<file path="src/pkg/smcd_pkg.sv">
// Constants for the switch miscellaneous configuration and debug register bank.
// Assumes a 32-bit configuration-space word access and a separate management port.
package smcd_pkg;
   // ==========================================================================
   // Register offsets
   localparam logic [7:0]  OFF_OPMODE     = 8'h98;
   localparam logic [7:0]  OFF_DBG_CTRL   = 8'h9C;
   localparam logic [7:0]  OFF_DBG_DATA   = 8'hAC;
   localparam logic [7:0]  OFF_CAP_HDR    = 8'hB0;
   localparam logic [7:0]  OFF_SUBSYS_ID  = 8'hB4;
   // ==========================================================================
   // Reset values and fixed fields
   localparam logic [15:0] OPMODE_RST     = 16'h0102;
   localparam logic [3:0]  CLKEN_RST      = 4'hF;
   localparam logic [7:0]  CAP_ID         = 8'h0D;
   localparam logic [7:0]  NEXT_PTR_RST   = 8'hC0;
   localparam logic [15:0] SUBSYS_RST     = 16'h0000;
   // ==========================================================================
   // Field positions
   localparam int          CLK_LO         = 16;
   localparam int          CLK_PD_BIT     = 20;
   localparam int          PSEL_LO        = 0;
   localparam int          TSEL_LO        = 2;
   localparam int          CLR_BIT        = 6;
   localparam int          NPTR_LO        = 8;
   localparam int          DEV_LO         = 16;
   localparam int          DBG_DEPTH      = 16;
   // ==========================================================================
   // Link-training states, as trigger select codes
   typedef enum logic [3:0] {
      SMCD_LT_NONE     = 4'h0,
      SMCD_LT_DETECT   = 4'h1,
      SMCD_LT_POLLING  = 4'h2,
      SMCD_LT_CONFIG   = 4'h3,
      SMCD_LT_L0       = 4'h4,
      SMCD_LT_L0S      = 4'h5,
      SMCD_LT_L1       = 4'h6,
      SMCD_LT_L2       = 4'h7,
      SMCD_LT_DISABLE  = 4'h8,
      SMCD_LT_HOTRST   = 4'h9,
      SMCD_LT_LOOPBACK = 4'hA,
      SMCD_LT_RECOVERY = 4'hB
   } smcd_lt_e;
endpackage

</file>
<file path="src/hw/smcd_regs.sv">
// Switch miscellaneous configuration and link-training debug register bank.
// Assumes config and management accesses are single-cycle strobes on clk_in;
// link-training state and straps come from other clock domains or pins.
//
// How it works
// RULE1: The operating-mode word is read-only, built from mode bits, reset 0102h.
// RULE2: The five-bit clock buffer field defaults from a strap in bit 20 and to Fh in bits 19:16, and is writable by management or autoload.
// RULE3: Bit 20 resets to the power-down strap level and, when 1, disables all reference clock outputs.
// RULE4: Bits 18:16 enable each reference clock pair, bit 19 is reserved, bits 19:16 reset to Fh.
// RULE5: Trigger select codes 1 to 11 pick the link-training state that starts debug capture.
// RULE6: Writing 1 to the clear bit empties the debug data buffer.
// RULE7: The debug data word is read-only and readable only through the management port.
// RULE8: The capability header returns identifier 0Dh in bits 7:0.
// RULE9: The next-capability pointer is read-only, resets to C0h and points at the express capability.
// RULE10: Subsystem vendor identifier in bits 15:0 is read-only to config, reset 0000h, loadable by management.
// RULE11: Subsystem device identifier in bits 31:16 is read-only to config, reset 0000h, loadable by management.
// RULE12: Reserved bits read zero and ignore writes, and reserved trigger codes never start capture; bit 19 reads 1 from reset until a management write.
// RULE13: The debug port select picks which port's link-training state is observed.
`timescale 1ns/1ps
`default_nettype none
module smcd_regs (
   input  wire logic        clk_in,
   input  wire logic        arst_n_in,
   // Configuration software access
   input  wire logic        cfg_rd_in,
   input  wire logic        cfg_wr_in,
   input  wire logic [7:0]  cfg_addr_in,
   input  wire logic [31:0] cfg_wdata_in,
   output logic      [31:0] cfg_rdata_out,
   output logic             cfg_ack_out,
   // Management port (SMBus/I2C bridge or EEPROM autoload)
   input  wire logic        mgmt_rd_in,
   input  wire logic        mgmt_wr_in,
   input  wire logic [7:0]  mgmt_addr_in,
   input  wire logic [31:0] mgmt_wdata_in,
   output logic      [31:0] mgmt_rdata_out,
   output logic             mgmt_ack_out,
   // Mode sources
   input  wire logic        vchan_negotiation_pending_in,
   input  wire logic        scan_mode_in,
   input  wire logic [1:0]  package_select_in,
   input  wire logic        physical_layer_select_in,
   input  wire logic        debug_mode_in,
   input  wire logic        fast_mode_in,
   input  wire logic        quiescent_test_n_in,
   input  wire logic        boot_rom_skip_in,
   input  wire logic        refclk_buffer_powerdown_strap_in,
   // Link-training state of each of four ports, packed 4 bits per port
   input  wire logic [15:0] lt_state_in,
   // Reference clock output enables and debug buffer level
   output logic      [2:0]  refclk_out_pair_en_out,
   output logic      [3:0]  dbg_level_out
);
   // ==========================================================================
   // Synchronisers for pins
   localparam logic [8:0] OPMODE_RST_BITS = smcd_pkg::OPMODE_RST[8:0];

   logic [8:0]  mode_s1_reg;
   logic [8:0]  mode_s2_reg;
   logic [8:0]  mode_s3_reg;
   logic [8:0]  mode_reg;
   logic [15:0] lt_s1_reg;
   logic [15:0] lt_s2_reg;
   logic [15:0] lt_s3_reg;
   logic [15:0] lt_reg;
   logic        pd_s1_reg;
   logic        pd_s2_reg;
   logic        pd_s3_reg;
   logic [2:0]  pd_vld_reg;
   logic        strap_done_reg;

   // Mode flops start at the reset word so the word never dips before the pins settle
   always_ff @(posedge clk_in or negedge arst_n_in) begin
      if (!arst_n_in) begin
         mode_s1_reg <= OPMODE_RST_BITS;
         mode_s2_reg <= OPMODE_RST_BITS;
         mode_s3_reg <= OPMODE_RST_BITS;
         mode_reg    <= OPMODE_RST_BITS;
      end else begin
         mode_s1_reg <= {vchan_negotiation_pending_in, scan_mode_in, package_select_in, physical_layer_select_in,
                         debug_mode_in, fast_mode_in, quiescent_test_n_in, boot_rom_skip_in};
         mode_s2_reg <= mode_s1_reg;
         mode_s3_reg <= mode_s2_reg;
         if (mode_s2_reg == mode_s3_reg) begin
            mode_reg <= mode_s3_reg;                                               // see RULE1
         end
      end
   end

   always_ff @(posedge clk_in or negedge arst_n_in) begin
      if (!arst_n_in) begin
         lt_s1_reg <= 16'h0000;
         lt_s2_reg <= 16'h0000;
         lt_s3_reg <= 16'h0000;
         lt_reg    <= 16'h0000;
      end else begin
         lt_s1_reg <= lt_state_in;
         lt_s2_reg <= lt_s1_reg;
         lt_s3_reg <= lt_s2_reg;
         if (lt_s2_reg == lt_s3_reg) begin
            lt_reg <= lt_s3_reg;
         end
      end
   end

   // Valid shift marks when the third strap flop holds a sample taken after reset
   always_ff @(posedge clk_in or negedge arst_n_in) begin
      if (!arst_n_in) begin
         pd_s1_reg  <= 1'b0;
         pd_s2_reg  <= 1'b0;
         pd_s3_reg  <= 1'b0;
         pd_vld_reg <= 3'h0;
      end else begin
         pd_s1_reg  <= refclk_buffer_powerdown_strap_in;
         pd_s2_reg  <= pd_s1_reg;
         pd_s3_reg  <= pd_s2_reg;
         pd_vld_reg <= {pd_vld_reg[1:0], 1'b1};
      end
   end

   // ==========================================================================
   // Write decode
   function automatic logic hit(input logic stb, input logic [7:0] a, input logic [7:0] off);
      hit = stb && (a == off);
   endfunction

   logic cfg_wr_dbg;
   logic mgmt_wr_dbg;
   logic mgmt_wr_clk;
   logic mgmt_wr_id;
   // Config software writes only the debug control register
   assign cfg_wr_dbg  = hit(cfg_wr_in, cfg_addr_in, smcd_pkg::OFF_DBG_CTRL);
   assign mgmt_wr_dbg = hit(mgmt_wr_in, mgmt_addr_in, smcd_pkg::OFF_DBG_CTRL);
   assign mgmt_wr_clk = hit(mgmt_wr_in, mgmt_addr_in, smcd_pkg::OFF_OPMODE);
   assign mgmt_wr_id  = hit(mgmt_wr_in, mgmt_addr_in, smcd_pkg::OFF_SUBSYS_ID);

   // ==========================================================================
   // Clock buffer control
   logic       clk_pd_reg;
   logic [3:0] clk_en_reg;
   logic       strap_ready;

   // Strap level counts once the third flop holds a valid sample and the second and third flops agree
   assign strap_ready = pd_vld_reg[2] && (pd_s2_reg == pd_s3_reg);

   always_ff @(posedge clk_in or negedge arst_n_in) begin
      if (!arst_n_in) begin
         clk_pd_reg     <= 1'b0;
         clk_en_reg     <= smcd_pkg::CLKEN_RST;                                    // see RULE4
         strap_done_reg <= 1'b0;
      end else if (!strap_done_reg) begin
         if (strap_ready) begin
            clk_pd_reg     <= pd_s3_reg;                                           // see RULE3
            strap_done_reg <= 1'b1;
         end
      end else if (mgmt_wr_clk) begin
         clk_pd_reg <= mgmt_wdata_in[smcd_pkg::CLK_PD_BIT];                        // see RULE2
         clk_en_reg <= {1'b0, mgmt_wdata_in[smcd_pkg::CLK_LO +: 3]};               // see RULE12
      end
   end

   always_ff @(posedge clk_in or negedge arst_n_in) begin
      if (!arst_n_in) begin
         refclk_out_pair_en_out <= 3'h0;
      end else begin
         // Enables stay off until the strap has been taken
         refclk_out_pair_en_out <= (clk_pd_reg || !strap_done_reg) ? 3'h0 : clk_en_reg[2:0]; // see RULE3, RULE4
      end
   end

   // ==========================================================================
   // Debug control
   logic [1:0] port_sel_reg;
   logic [3:0] trig_sel_reg;
   logic       clr_reg;

   always_ff @(posedge clk_in or negedge arst_n_in) begin
      if (!arst_n_in) begin
         port_sel_reg <= 2'h0;
         trig_sel_reg <= 4'h0;
         clr_reg      <= 1'b0;
      end else if (cfg_wr_dbg || mgmt_wr_dbg) begin
         // Config side wins when both ports write in one cycle
         port_sel_reg <= cfg_wr_dbg ? cfg_wdata_in[smcd_pkg::PSEL_LO +: 2] : mgmt_wdata_in[smcd_pkg::PSEL_LO +: 2];
         trig_sel_reg <= cfg_wr_dbg ? cfg_wdata_in[smcd_pkg::TSEL_LO +: 4] : mgmt_wdata_in[smcd_pkg::TSEL_LO +: 4];
         clr_reg      <= cfg_wr_dbg ? cfg_wdata_in[smcd_pkg::CLR_BIT] : mgmt_wdata_in[smcd_pkg::CLR_BIT];
      end else begin
         clr_reg <= 1'b0;
      end
   end

   // ==========================================================================
   // Trigger and capture buffer
   logic [3:0]  obs_state;
   logic [3:0]  prev_state_reg;
   logic        trig_ok;
   logic        armed_reg;
   logic [31:0] buf_mem [smcd_pkg::DBG_DEPTH];
   logic [3:0]  wr_ptr_reg;
   logic [3:0]  rd_ptr_reg;
   logic [4:0]  count_reg;
   logic        pop;
   logic        trig_hit;
   logic        buf_full;

   localparam logic [4:0] BUF_FULL = 5'(smcd_pkg::DBG_DEPTH);

   assign obs_state = lt_reg[port_sel_reg * 4 +: 4];                               // see RULE13
   assign trig_ok   = (trig_sel_reg >= smcd_pkg::SMCD_LT_DETECT) &&
                      (trig_sel_reg <= smcd_pkg::SMCD_LT_RECOVERY);                // see RULE5, RULE12
   assign pop       = hit(mgmt_rd_in, mgmt_addr_in, smcd_pkg::OFF_DBG_DATA) && (count_reg != 5'h00);
   assign trig_hit  = trig_ok && (obs_state == trig_sel_reg);                      // see RULE5, RULE12
   assign buf_full  = (count_reg == BUF_FULL);

   always_ff @(posedge clk_in or negedge arst_n_in) begin
      if (!arst_n_in) begin
         prev_state_reg <= 4'h0;
         armed_reg      <= 1'b0;
         wr_ptr_reg     <= 4'h0;
         rd_ptr_reg     <= 4'h0;
         count_reg      <= 5'h00;
      end else begin
         prev_state_reg <= obs_state;
         if (clr_reg) begin                                                        // see RULE6
            armed_reg  <= 1'b0;
            wr_ptr_reg <= 4'h0;
            rd_ptr_reg <= 4'h0;
            count_reg  <= 5'h00;
         end else begin
            if (trig_hit) begin
               armed_reg <= 1'b1;                                                  // see RULE5
            end
            // The change into the trigger state is the first entry; a full buffer drops new ones
            if ((armed_reg || trig_hit) && obs_state != prev_state_reg && !buf_full) begin
               buf_mem[wr_ptr_reg] <= {12'h000, port_sel_reg, prev_state_reg, obs_state, 10'h000};
               wr_ptr_reg          <= wr_ptr_reg + 4'h1;
               count_reg           <= pop ? count_reg : count_reg + 5'h01;
            end else if (pop) begin
               count_reg <= count_reg - 5'h01;
            end
            if (pop) begin
               rd_ptr_reg <= rd_ptr_reg + 4'h1;
            end
         end
      end
   end

   always_ff @(posedge clk_in or negedge arst_n_in) begin
      if (!arst_n_in) begin
         dbg_level_out <= 4'h0;
      end else begin
         // Level saturates at F when every entry is taken
         dbg_level_out <= buf_full ? 4'hF : count_reg[3:0];
      end
   end

   // ==========================================================================
   // Subsystem identity
   logic [15:0] ss_vendor_reg;
   logic [15:0] ss_device_reg;
   // Only the management side loads the identity

   always_ff @(posedge clk_in or negedge arst_n_in) begin
      if (!arst_n_in) begin
         ss_vendor_reg <= smcd_pkg::SUBSYS_RST;
         ss_device_reg <= smcd_pkg::SUBSYS_RST;
      end else if (mgmt_wr_id) begin
         ss_vendor_reg <= mgmt_wdata_in[15:0];                                     // see RULE10
         ss_device_reg <= mgmt_wdata_in[smcd_pkg::DEV_LO +: 16];                   // see RULE11
      end
   end

   // ==========================================================================
   // Read mux
   function automatic logic [31:0] rd_word(input logic [7:0] a, input logic mgmt);
      rd_word = 32'h0000_0000;                                                     // see RULE12
      case (a)
         smcd_pkg::OFF_OPMODE:    rd_word = {11'h000, clk_pd_reg, clk_en_reg, 7'h00, mode_reg};  // see RULE1
         smcd_pkg::OFF_DBG_CTRL:  rd_word = {25'h0, clr_reg, trig_sel_reg, port_sel_reg};
         smcd_pkg::OFF_DBG_DATA:  rd_word = (mgmt && count_reg != 5'h00) ? buf_mem[rd_ptr_reg] : 32'h0; // see RULE7
         smcd_pkg::OFF_CAP_HDR:   rd_word = {16'h0000, smcd_pkg::NEXT_PTR_RST, smcd_pkg::CAP_ID}; // see RULE8, RULE9
         smcd_pkg::OFF_SUBSYS_ID: rd_word = {ss_device_reg, ss_vendor_reg};
         default:                 rd_word = 32'h0000_0000;
      endcase
   endfunction

   always_ff @(posedge clk_in or negedge arst_n_in) begin
      if (!arst_n_in) begin
         cfg_rdata_out  <= 32'h0000_0000;
         cfg_ack_out    <= 1'b0;
         mgmt_rdata_out <= 32'h0000_0000;
         mgmt_ack_out   <= 1'b0;
      end else begin
         // Every strobe is answered exactly one cycle later
         cfg_ack_out    <= cfg_rd_in || cfg_wr_in;
         mgmt_ack_out   <= mgmt_rd_in || mgmt_wr_in;
         cfg_rdata_out  <= cfg_rd_in ? rd_word(cfg_addr_in, 1'b0) : 32'h0000_0000;
         mgmt_rdata_out <= mgmt_rd_in ? rd_word(mgmt_addr_in, 1'b1) : 32'h0000_0000;
      end
   end
endmodule
`default_nettype wire

</file>
<file path="config.mk">
export PLATFORM = sky130hd
export DESIGN_NAME = smcd_regs
export DESIGN_NICKNAME = d
export VERILOG_FILES = /design/src/pkg/smcd_pkg.sv /design/src/hw/smcd_regs.sv
export SDC_FILE = /design/constraint.sdc
export NUM_CORES = 1
export LEC_CHECK = 0
export BUFFER_PORTS_ARGS = -buffer_cell sky130_fd_sc_hd__buf_2
export CAP_MARGIN = 20
export CORE_UTILIZATION = 44
export CTS_CLUSTER_DIAMETER = 60
export DETAILED_ROUTE_END_ITERATION = 6
export PLACE_DENSITY_LB_ADDON = 0.05
export SLEW_MARGIN = 20
export SYNTH_ARGS = -nofsm -noshare
export SYNTH_HDL_FRONTEND = slang
export SYNTH_SLANG_ARGS = --single-unit
</file>
<file path="constraint.sdc">
create_clock -name clk_in -period 3.73 [get_ports clk_in]
set_clock_uncertainty 0.2 [all_clocks]
set_input_delay 0.373 -clock clk_in [delete_from_list [all_inputs] [get_ports clk_in]]
set_output_delay 0.373 -clock clk_in [all_outputs]
set_load 0.01 [all_outputs]
</file>
# [After elaboration in Yosys (flattened, before gate mapping)]
# Memories as Yosys holds them, arrays and structs flattened.
# Cells that the tools add are included.
[op_classes] magnitude_cmp=2 eq_ne=17 addsub=4 n_reduce_logical=28 muxes=29 shifts=1
[op_table] cell="32-bit case mux with 5 select lines" n=1
[op_table] cell="32-bit case mux with 4 select lines" n=1
[op_table] cell="32-bit 2-to-1 mux" n=3
[op_table] cell="8-bit == test (second input constant)" n=9
[op_table] cell="4-bit 2-to-1 mux" n=6
[op_table] cell="5-bit 2-to-1 mux" n=4
[op_table] cell="16-bit == test" n=1
[op_table] cell="16-bit by 5-bit variable part select with 4-bit output" n=1
[op_table] cell="1-bit logical AND" n=12
[op_table] cell="1-bit 2-to-1 mux" n=12
[op_table] cell="9-bit == test" n=1
[op_table] cell="4-bit by 1-bit adder with 4-bit output (second input constant)" n=2
[op_table] cell="2-bit nonzero test" n=4
[op_table] cell="2-bit AND reduction" n=3
[op_table] cell="5-bit by 1-bit adder with 5-bit output (second input constant)" n=1
[op_table] cell="5-bit == test (second input constant)" n=1
[op_table] cell="1-bit logical OR" n=5
[op_table] cell="5-bit nonzero test" n=1
[op_table] cell="5-bit by 1-bit subtractor with 5-bit output (second input constant)" n=1
[op_table] cell="4-bit == test" n=1
[op_table] cell="4-bit by 1-bit >= comparator with 1-bit output (second input constant)" n=1
[op_table] cell="4-bit <= comparator (second input constant)" n=1
[op_table] cell="4-bit inequality test" n=1
[op_table] cell="3-bit 2-to-1 mux" n=1
[op_table] cell="other kinds (6)" n=7
[totals] elab_cells=113 mem_bits_rw=160 output_inout_bits=73 in_bits=112 n_memories=1 reg_bits=242
[memory_table] memory="buf_mem" depth=16 word_bits=10 read_ports=1 rd_clocked_by_memory_dff=0 write_ports=1 line_no="smcd_regs.sv:198" text="logic [31:0] buf_mem [smcd_pkg::DBG_DEPTH];"

# [Logic depth before layout (Yosys ltp)]
# Gate-level depths: netlist of the first run.
[depth] word_depth=10 ltp_mapped=15 depth_no_buf=12

# [Least setup slack after synthesis of the first run]
# Ideal clock, no wire load.
[synth_path] path_type="register -> register" from="register port_sel_reg[0]" to="register count_reg[4]" arrival_time_ps=3561 stages_incl_launch_ff=16 period_less_slack_ps=3885 path_buffers=3 path_slack_ps=-155 setup_time_ps=125 cell_sequence="dfrtp_1 buf_6 mux4_2 mux2i_1 o32ai_1 a31o_2 and2_4 buf_6 inv_2 buf_6 fa_1 a21o_1 a21oi_1 nor2_1 a22oi_1 mux2_2"
[synth_between] elab_chain_len=8
[synth_rtl] element="from (decl)" line_no="smcd_regs.sv:173" text="logic [1:0] port_sel_reg;"
[synth_rtl] element="from (signal assigned)" line_no="smcd_regs.sv:184" text="port_sel_reg <= cfg_wr_dbg ? cfg_wdata_in[smcd_pkg::PSEL_LO +: 2] : mgmt_wdata_in[smcd_pkg::PSEL_LO +: 2];"
[synth_rtl] element="16-bit by 5-bit variable part select with 4-bit output (*)" line_no="smcd_regs.sv:208" text="assign obs_state = lt_reg[port_sel_reg * 4 +: 4];"
[synth_rtl] element="named net obs_state[1]" line_no="smcd_regs.sv:194" text="logic [3:0] obs_state;"
[synth_rtl] element="4-bit == test" line_no="smcd_regs.sv:212" text="assign trig_hit = trig_ok && (obs_state == trig_sel_reg);"
[synth_rtl] element="1-bit logical AND" line_no="smcd_regs.sv:212"
[synth_rtl] element="1-bit logical OR" line_no="smcd_regs.sv:234" text="if ((armed_reg || trig_hit) && obs_state != prev_state_reg && !buf_full) begin"
[synth_rtl] element="1-bit logical AND (*) (2 in a row)" line_no="smcd_regs.sv:234"
[synth_rtl] element="3-bit inequality test (no source line), or another cell as far along"
[synth_rtl] element="2-bit AND reduction (no source line) / 5-bit 2-to-1 mux (equally long branches)"
[synth_rtl] element="to (signal assigned)" line_no="smcd_regs.sv:237" text="count_reg <= pop ? count_reg : count_reg + 5'h01;"
[synth_rtl] element="to (signal assigned)" line_no="smcd_regs.sv:239" text="count_reg <= count_reg - 5'h01;"
[synth_rtl] element="to (decl)" line_no="smcd_regs.sv:201" text="logic [4:0] count_reg;"
# The timed path passes the listed nets; every way through them passes the cells marked *.
# A chain may end at the register's enable or synchronous reset.

# [Final worst setup path of the first run]
# Ends and elaborated chain as after synthesis.

==> out/metrics.cfg, run 1 <==
[clocking]
cts_tree=done
clk_pin_slew_worst_paths_ps=60
clock_insertion_delay_worst_skew_ps=560
htree_num_levels=2
cts_buffers=44
cts.sinks=402
cts_root_buffer=clkbuf_16
cts_buffer_depth=3
cts_resized=0
cts_setup_buffers=0

[detailed_routing]
antenna_left=0
routed_wl_um=34500
drt_iter0_drc=517
firstDrtPassIters=6
wire_per_inst_um=20.6
vias=8754
via_per_inst=5.22
drcViolationCount=0

[worst_setup_path]
ff2ff_setup_slack_ps=260
end_kind=register
r2r_cells=12
cp_max_fo=5
rr_endpoint=count_reg[4]
cp-start-kind=register
cpPeakStageDelay_ps=600
cp_slowest_cell=mux4_2
path_class=register to register
worstReg2RegStart=port_sel_reg[0]
critPathArrivalTime_ps=3710
cp_cell_sequence=mux4_2 > mux2i_1 > o32ai_1 > a31o_2 > and2_4 > inv_2 > fa_2 > a21o_1 > a21oi_2 > nor2_1 > a22oi_1 > mux2_2
cp_data_required_time_ps=3970

[timing]
tns_ps=0
min_period_ps=3470
timing.final.crit_share_pct=92.9
tightest_slew_ps=867
finalSetupViolCount=0
slew_violations=0
hold_ws_ps=55.7
fmax_mhz=288
slew_headroom_pct=42.0
hold_viol_final=0
grt_setup_unrepaired=no

[global_routing]
grt_start_max_net_pins=142
grt_pass1_wl_um=53700
antenna_found_initial=1
grt_pass1_vias=9020
grt_overflow_total=0
grt_usage_pct=20.3

[placed_design]
port_buffers=159
gp_congestion=0.776
numPlacedInstances=1523
place_hpwl_um=22600

[synth]
synth_cells=912
ys_seq_area_share_pct=71.8
synth_edf_count=160
synthArstFlopShare_pct=60.2
yosysUniqueCellTypes=59
synth-seq-cells=402
syn_nets=1034
syn_avg_cell_area_um2=16.6
yosysWarnings=0
ys_top_cells_by_count=dfrtp_1, edfxtp_1, mux2_2
netlist_area_mm2=0.0152
synth_ff_type=dfrtp_1
synthMostInstantiatedCell=dfrtp_1
synthTopCellsByArea=dfrtp_1, edfxtp_1, mux4_2
synth_top_area_share_pct=38.0
synth_top_cell_by_area=dfrtp_1

[floorplan]
io_pins=185
design.core.area_mm2=0.0337
start_util_pct=45.0
fp.dieH_um=188
die_w_um=188
die-area_mm2=0.0352
rows=67

[pwr]
p_per_area_mw_per_mm2=531
p_total_mw=10.1
p_leak_nw=8.13
ir_worst_vdd_v=0.000376

[final_layout]
largest_reg_flops=160
area_growth_pct=26.0
antenna_cells=0
nFillCells=2719
multi_input_area_mm2=0.00410
largest-register=buf_mem
reg.largest.list=buf_mem (160), cfg_rdata_out (32), mgmt_rdata_out (32)
regArea_mm2=0.0109
fin_nets=1316
drive_gt1_share_pct=33.6
fin_cells=1678

[hold_path]
min_from=cfg_addr_in[2]
min_path_cells=3
min_path_type=input pin to register
hold_path_end=cfg_rdata_out[0]

[run]
cap_viol_max_count=0

[status]
outcome=complete, no violations

[worst max-delay path by stage]
| stage | cells past startpoint | slack (ps) | startpoint | end |
|---|---|---|---|---|
| final | 12 | 260 | port_sel_reg[0] | count_reg[4] |
| after global routing | 12 | 130 | port_sel_reg[0] | count_reg[3] |
| after CTS | 12 | 240 | port_sel_reg[0] | count_reg[4] |
| after detailed placement | 12 | 250 | port_sel_reg[0] | count_reg[4] |
| after global placement | 12 | 260 | port_sel_reg[0] | count_reg[4] |
| after floorplan | 15 | -0.3 | port_sel_reg[0] | count_reg[4] |
[placed cells by master (no fill, tap or decap), drive strengths merged, types with 5 or more instances in the layout]
master / Yosys / layout
dfrtp: 230 / 230
buf: 15 / 203
edfxtp: 160 / 160
dlygate4sd3: 0 / 73
mux2: 65 / 65
clkbuf: 25 / 59
nor2: 43 / 43
mux4: 42 / 42
nand2: 34 / 34
and3: 30 / 30
xnor2: 29 / 29
a22oi: 27 / 27
a21oi: 22 / 22
o21ai: 21 / 21
mux2i: 20 / 20
dfstp: 12 / 12
bufinv: 0 / 11
xor2: 10 / 10
nand2b: 10 / 10
nor2b: 10 / 10
and2: 10 / 10
ha: 9 / 9
clkinv: 0 / 9
a222oi: 8 / 8
nand3: 8 / 8
nor3: 8 / 8
inv: 5 / 8
nand4: 7 / 7
or3: 5 / 5
[metrics by stage]
step / util, % / setup WS [ps] / instance area (um2)
after floorplan: - / -0.311 / 15200
after global placement: 49.6 / 257 / 16700
after detailed placement: 49.6 / 247 / 16700
after CTS: 56.7 / 243 / 19100
after global routing: 56.7 / 130 / 19100
final: 56.7 / 264 / 19100
[final cells by class]
cell class              instances  share of cell area, %
clock buffers                  59                   6.49
clock inverters                23                   2.10
inverters                       5                 0.0983
multi-input cells             465                   21.5
flip-flops and latches        402                   56.9
well taps                     448                   2.93
repair buffers                276                   9.97
[kinds of logic (layout without fill, tap and decap cells)]
family / count (synthesis) / count (layout) / synth area share (%)
adder cells (fa/ha/maj): 10 / 10 / 0.875
other: 1 / 1 / 0.0247
AND/OR/NAND/NOR: 183 / 183 / 6.50
XOR/XNOR: 40 / 40 / 2.40
multiplexers: 127 / 127 / 12.4
AO/OA/AOI/OAI: 104 / 104 / 4.67
buffers and inverters: 45 / 363 / 1.35
flip-flops: 402 / 402 / 71.8
[timing repair]
item                       in CTS  in global routing
setup endpoints to repair       0                  0
hold endpoints to repair      118                  0
hold buffers                   73                  0
[critical path: cells and delay by family, from the launching register on]
family | cells | cell delay, ps
buffers and inverters | 1 | 40
adders and majority gates | 1 | 340
and+or+nand+nor | 2 | 210
DFF | 1 | 450
muxes | 3 | 1100
AOI/OAI and AO/OA | 5 | 1010
[power by group]
group          total [mW]  internal (mW)  switching, mW
clock network        4.81           3.10           1.71
logic               0.526          0.267          0.259
registers            4.81           4.71          0.102
[layer usage]
| layer | wire [um] | track usage [%] | part of all wire, % |
|---|---|---|---|
| met4 | 664 | 5.69 | 1.9 |
| met1 | 15300 | 28.0 | 44 |
| met5 | 0 | 0 | 0 |
| met2 | 16700 | 32.7 | 48 |
| met3 | 1860 | 4.36 | 5.4 |
Note: power is estimated with default switching activity, not from simulation.
==> run 2, diff against run 1 <==
--- a/config.mk
+++ b/config.mk
@@ -7,6 +7,7 @@
 export LEC_CHECK = 0
 export BUFFER_PORTS_ARGS = -buffer_cell sky130_fd_sc_hd__buf_2
 export CAP_MARGIN = 20
+export CORE_ASPECT_RATIO = 0.7
 export CORE_UTILIZATION = 44
 export CTS_CLUSTER_DIAMETER = 60
 export DETAILED_ROUTE_END_ITERATION = 6
==> run 2 against run 1 <==
Via count rose by 0.56%. Final area is 1.2% lower. Sequential power about the same. Die area barely moved. Highest routed layer unchanged. Hold slack improved by 24 ps. Fmax shrank 0.33%. Critical path depth is the same. Final cell count is 1.2% higher. Critical path type unchanged. Largest cell class unchanged. Global-route usage rose by 0.55 points. First-iteration DRC count is 13% higher. Sequential cell count did not move. Clock power is 19% lower.
==> out/metrics.cfg, run 2 (synthesis results as in run 1) <==
[floorplan]
fp.dieH_um=157
die-area_mm2=0.0352
design.core.area_mm2=0.0337
io_pins=185
start_util_pct=45.0
die_w_um=224
rows=56

[clocking]
cts_root_buffer=clkbuf_16
clock_insertion_delay_worst_skew_ps=540
cts_resized=0
cts_buffer_depth=3
cts.sinks=402
cts_tree=done
clk_pin_slew_worst_paths_ps=70
htree_num_levels=2
cts_buffers=40

[run]
cap_viol_max_count=0

[final_layout]
largest_reg_flops=160
drive_gt1_share_pct=33.5
post-route-util_pct=56.0
fin_nets=1327
reg.largest.list=buf_mem (160), cfg_rdata_out (32), mgmt_rdata_out (32)
area_growth_pct=24.5
antenna_cells=0
mostFrequentLayoutCells=dfrtp_1, edfxtp_1, buf_2
postLayoutCellArea_mm2=0.0189
largest-register=buf_mem
nFillCells=2679
final_common_cell=dfrtp_1

[worst_setup_path]
path_class=register to register
cp-start-kind=register
end_kind=register
cp_max_fo=8
critPathArrivalTime_ps=3710
cp_data_required_time_ps=3960

[pwr]
ir_worst_vdd_v=0.000318
p_leak_nw=8.02
p_per_area_mw_per_mm2=491

[global_routing]
grt_pass1_vias=8866
grt_start_max_net_pins=99
antenna_found_initial=0
grt_usage_pct=20.9
grt_overflow_total=0
grt_pass1_wl_um=54400

[timing]
min_period_ps=3480
hold_viol_final=0
timing.final.crit_share_pct=93.2
grt_setup_unrepaired=no
finalSetupViolCount=0
slew_violations=0
slew_headroom_pct=40.0
tightest_slew_ps=899
fmax_mhz=288

[detailed_routing]
drcViolationCount=0
routed_wl_um=35700
antenna_left=0
firstDrtPassIters=7
via_per_inst=5.18
wire_per_inst_um=21.0
drt_iter0_drc=585
vias=8803

[placed_design]
gp_congestion=0.759
dpl_cell_area_mm2=0.0169
port_buffers=159
place_hpwl_um=23400

[status]
outcome=complete, no violations

[hold_path]
min_path_type=input pin to register

## run 2: cell types whose count changed in the layout (fill, tap and decap cells not counted), sizes merged
cell / delta
buf: +15
bufinv: -9
clkbuf: +1
clkinv: -3
clkinvlp: +2
inv: -2
## run 2: path summary, 6_finish.rpt
| path | start | endpoint | slack, ps | cells after the start |
|---|---|---|---|---|
| max | port_sel_reg[0] | count_reg[4] | 250 | 12 |
| min | cfg_addr_in[2] | cfg_rdata_out[0] | 80 | 3 |
| max reg2reg | port_sel_reg[0] | count_reg[4] | 250 | 12 |
| min reg2reg | mode_s1_reg[6] | mode_s2_reg[6] | 140 | 0 |
| max in group asynchronous | arst_n_in | cfg_rdata_out[28] | 1960 | 3 |
| min in group asynchronous | arst_n_in | mgmt_rdata_out[19] | 150 | 2 |
## run 2: cell type report
cell class / count / area [um2] / area share [%]
Clock buffer: 60 / 1160 / 6.14
Multi-Input combinational cell: 465 / 4100 / 21.7
Sequential cell: 402 / 10900 / 57.7
Inverter: 5 / 18.8 / 0.0995
Tap cell: 464 / 581 / 3.08
Timing Repair Buffer: 291 / 2020 / 10.7
Clock inverter: 11 / 114 / 0.604
## run 2: through the flow
stage	hold slack (ps)	TNS [ps]	setup WS [ps]	total power [mW]	std cells
finish	79.2	0	252	9.26	1698
global route	75.9	0	24.3	9.60	1698
CTS	44.7	0	233	9.36	1698
detailed placement	110	0	245	5.37	1554
global placement	111	0	228	5.37	1554
floorplan	-123	-0.311	-0.311	5.13	912
## run 2: where the power goes
part	switching (mW)	leakage, nW	internal [mW]
logic	0.251	2.80	0.272
clock network	1.63	0.618	2.28
registers	0.112	4.61	4.71
## run 2: metal layers
metal	GRT usage (%)	vias to the layer above	part of all wire, %
li1	-	4016	-
met1	31.0	4498	48
met2	31.8	248	45
met3	4.09	41	5.3
met4	5.02	0	1.5
met5	0	-	0
## run 2: timing repair
item                                   in CTS  in global routing
hold buffers                               73                  0
setup buffers                               0                  0
endpoints found under the hold margin     113                  0
## run 2: critical path, cell delays in order (launching register included)
cell and delay (ps):
dfrtp_2 450, mux4_2 600, mux2i_1 150, o32ai_1 240, a31o_2 230, and2_4 150, inv_2 70, fa_2 350
a21o_1 200, a21oi_2 150, nor2_1 50, a22oi_1 160, mux2_2 350
==> run 3, diff against run 2 <==
--- a/config.mk
+++ b/config.mk
@@ -5,12 +5,13 @@
 export SDC_FILE = /design/constraint.sdc
 export NUM_CORES = 1
 export LEC_CHECK = 0
-export BUFFER_PORTS_ARGS = -buffer_cell sky130_fd_sc_hd__buf_2
 export CAP_MARGIN = 20
 export CORE_ASPECT_RATIO = 0.7
 export CORE_UTILIZATION = 44
 export CTS_CLUSTER_DIAMETER = 60
 export DETAILED_ROUTE_END_ITERATION = 6
+export DONT_BUFFER_PORTS = 1
+export MAX_ROUTING_LAYER = met4
 export PLACE_DENSITY_LB_ADDON = 0.05
 export SLEW_MARGIN = 20
 export SYNTH_ARGS = -nofsm -noshare
==> run 3 against run 2 <==
The run now ends with negative hold slack left. Count of clock-buffer cells in the layout is 2 higher. Critical path depth is 1 lower. Non-clock buffer count is 167 lower. Sequential cell count stayed put. Sequential power hardly changed. Die area stayed put. Hold slack worse by 740 ps.
==> out/metrics.cfg, run 3 (synthesis results as in run 1) <==
[status]
outcome=finished, violations left
violations=negative hold slack

[worst_setup_path]
cp_cell_sequence=mux4_2 > xor2_1 > o41a_1 > and2_4 > inv_2 > ha_1 > a21o_1 > a21oi_2 > nor2_1 > a22oi_1 > mux2_2
critPathTopFamily=multiplexers
cp_slowest_cell=mux4_2
cp_max_fo=10
crit_start=port_sel_reg[0]
end_kind=register
cp_data_required_time_ps=3950
crit_buf_inv=1
critPathArrivalTime_ps=3760
worstReg2RegStart=port_sel_reg[0]
path_class=register to register
cp-start-kind=register
cpPeakStageDelay_ps=610

[timing]
slew_headroom_pct=35.8
finalSetupViolCount=0
timing.final.crit_share_pct=94.9
min_period_ps=3540
hold_viol_final=242
grt_setup_unrepaired=no
fmax_mhz=282
hold_ws_ps=-660
tightest_slew_ps=960
slew_violations=0

[floorplan]
die_w_um=224
design.core.area_mm2=0.0337
fp.dieH_um=157
start_util_pct=45.0
io_pins=185
die-area_mm2=0.0352
rows=56

[clocking]
cts.sinks=402
cts_hold_buf=80
cts_tree=done
clk_pin_slew_worst_paths_ps=60
cts_root_buffer=clkbuf_16
cts_buffer_depth=3
cts_setup_buffers=0
cts_buffers=40
clock_insertion_delay_worst_skew_ps=540
htree_num_levels=2

[placed_design]
gp_congestion=0.794
place_hpwl_um=22800
port_buffers=0

[pwr]
p_leak_nw=7.28
ir_worst_vdd_v=0.000411
p_per_area_mw_per_mm2=517

[detailed_routing]
via_per_inst=5.44
antenna_left=0
drt_iter0_drc=1041
routed_wl_um=35000
firstDrtPassIters=7
drcViolationCount=0
vias=8358
wire_per_inst_um=22.8

[global_routing]
grt-busiest-layer=met2
antenna_found_initial=3
grt_overflow_total=0
gr-usage-met1_pct=28.8
grt_start_max_net_pins=247
grt_usage_pct=20.7
grt_pass1_wl_um=51900
grtUsageMet2_pct=31.6
grt_pass1_vias=8540
grt_util_met3_pct=3.77

[final_layout]
mostFrequentLayoutCells=dfrtp_1, edfxtp_1, dlygate4sd3_1
fin_nets=1160
drive_gt1_share_pct=23.1
post-route-util_pct=53.7
final_common_cell=dfrtp_1
largest-register=buf_mem
nFillCells=2664
largest_reg_flops=160
reg.largest.list=buf_mem (160), cfg_rdata_out (32), mgmt_rdata_out (32)
area_growth_pct=19.5

[run]
cap_viol_max_count=0

[hold_path]
min_path_type=input pin to async pin

==> run 3: per-stage QoR <==
stage	setup TNS, ps	total power, mW	area, um2	setup slack (ps)	std cells
after floorplan	-0.311	5.13	15200	-0.311	912
after global placement	0	5.22	15900	208	1380
after detailed placement	0	5.24	15900	166	1380
after CTS	0	9.47	18100	148	1534
after global routing	0	9.70	18100	53.7	1536
final	0	9.36	18100	189	1536
==> run 3: worst reg2reg max path, stage by stage (launching register included) <==
cell     delay, ps
dfrtp_2        470
mux4_2         610
xor2_1         180
o41a_1         470
and2_4         180
inv_2          140
ha_1           280
a21o_1         180
a21oi_2        150
nor2_1          50
a22oi_1        160
mux2_2         350
==> run 3: repair_timing <==
| item | 4_1_cts | 5_1_grt |
|---|---|---|
| endpoints found under the setup margin | 0 | 1 |
| hold endpoints to repair | 358 | 242 |
| gates resized for setup | 0 | 1 |
==> run 3: routing by layer <==
metal  vias up  routed length [um]
li1       3672                   -
met1      4356               16000
met2       277               16300
met3        53                2100
met4         0                 648
met5         -                   0
==> run 3: report_power, final <==
group          internal [mW]  switching (mW)
clock network           2.47            1.65
registers               4.71           0.129
logic                  0.232           0.168
==> run 3: cell type report <==
class / instances / area [um2] / area share, %
inverters: 5 / 18.8 / 0.104
clock buffers: 62 / 1220 / 6.72
diodes: 2 / 5.00 / 0.0276
multi-input cells: 465 / 4110 / 22.7
well taps: 464 / 581 / 3.21
clock inverters: 12 / 154 / 0.850
flip-flops and latches: 402 / 10900 / 60.1
repair buffers: 124 / 1140 / 6.32
==> run 3: path summary, 6_finish.rpt <==
| check | to | slack, ps | depth (start not counted) |
|---|---|---|---|
| min in group clk_in | cfg_rdata_out[2] | 50 | 2 |
| worst max register to register | count_reg[4] | 190 | 11 |
| worst min-delay path | pd_s3_reg | -660 | 0 |
| worst min register to register | lt_s2_reg[11] | 150 | 0 |
| worst max-delay path | count_reg[4] | 190 | 11 |
| max in group asynchronous | rd_ptr_reg[1] | 3530 | 0 |
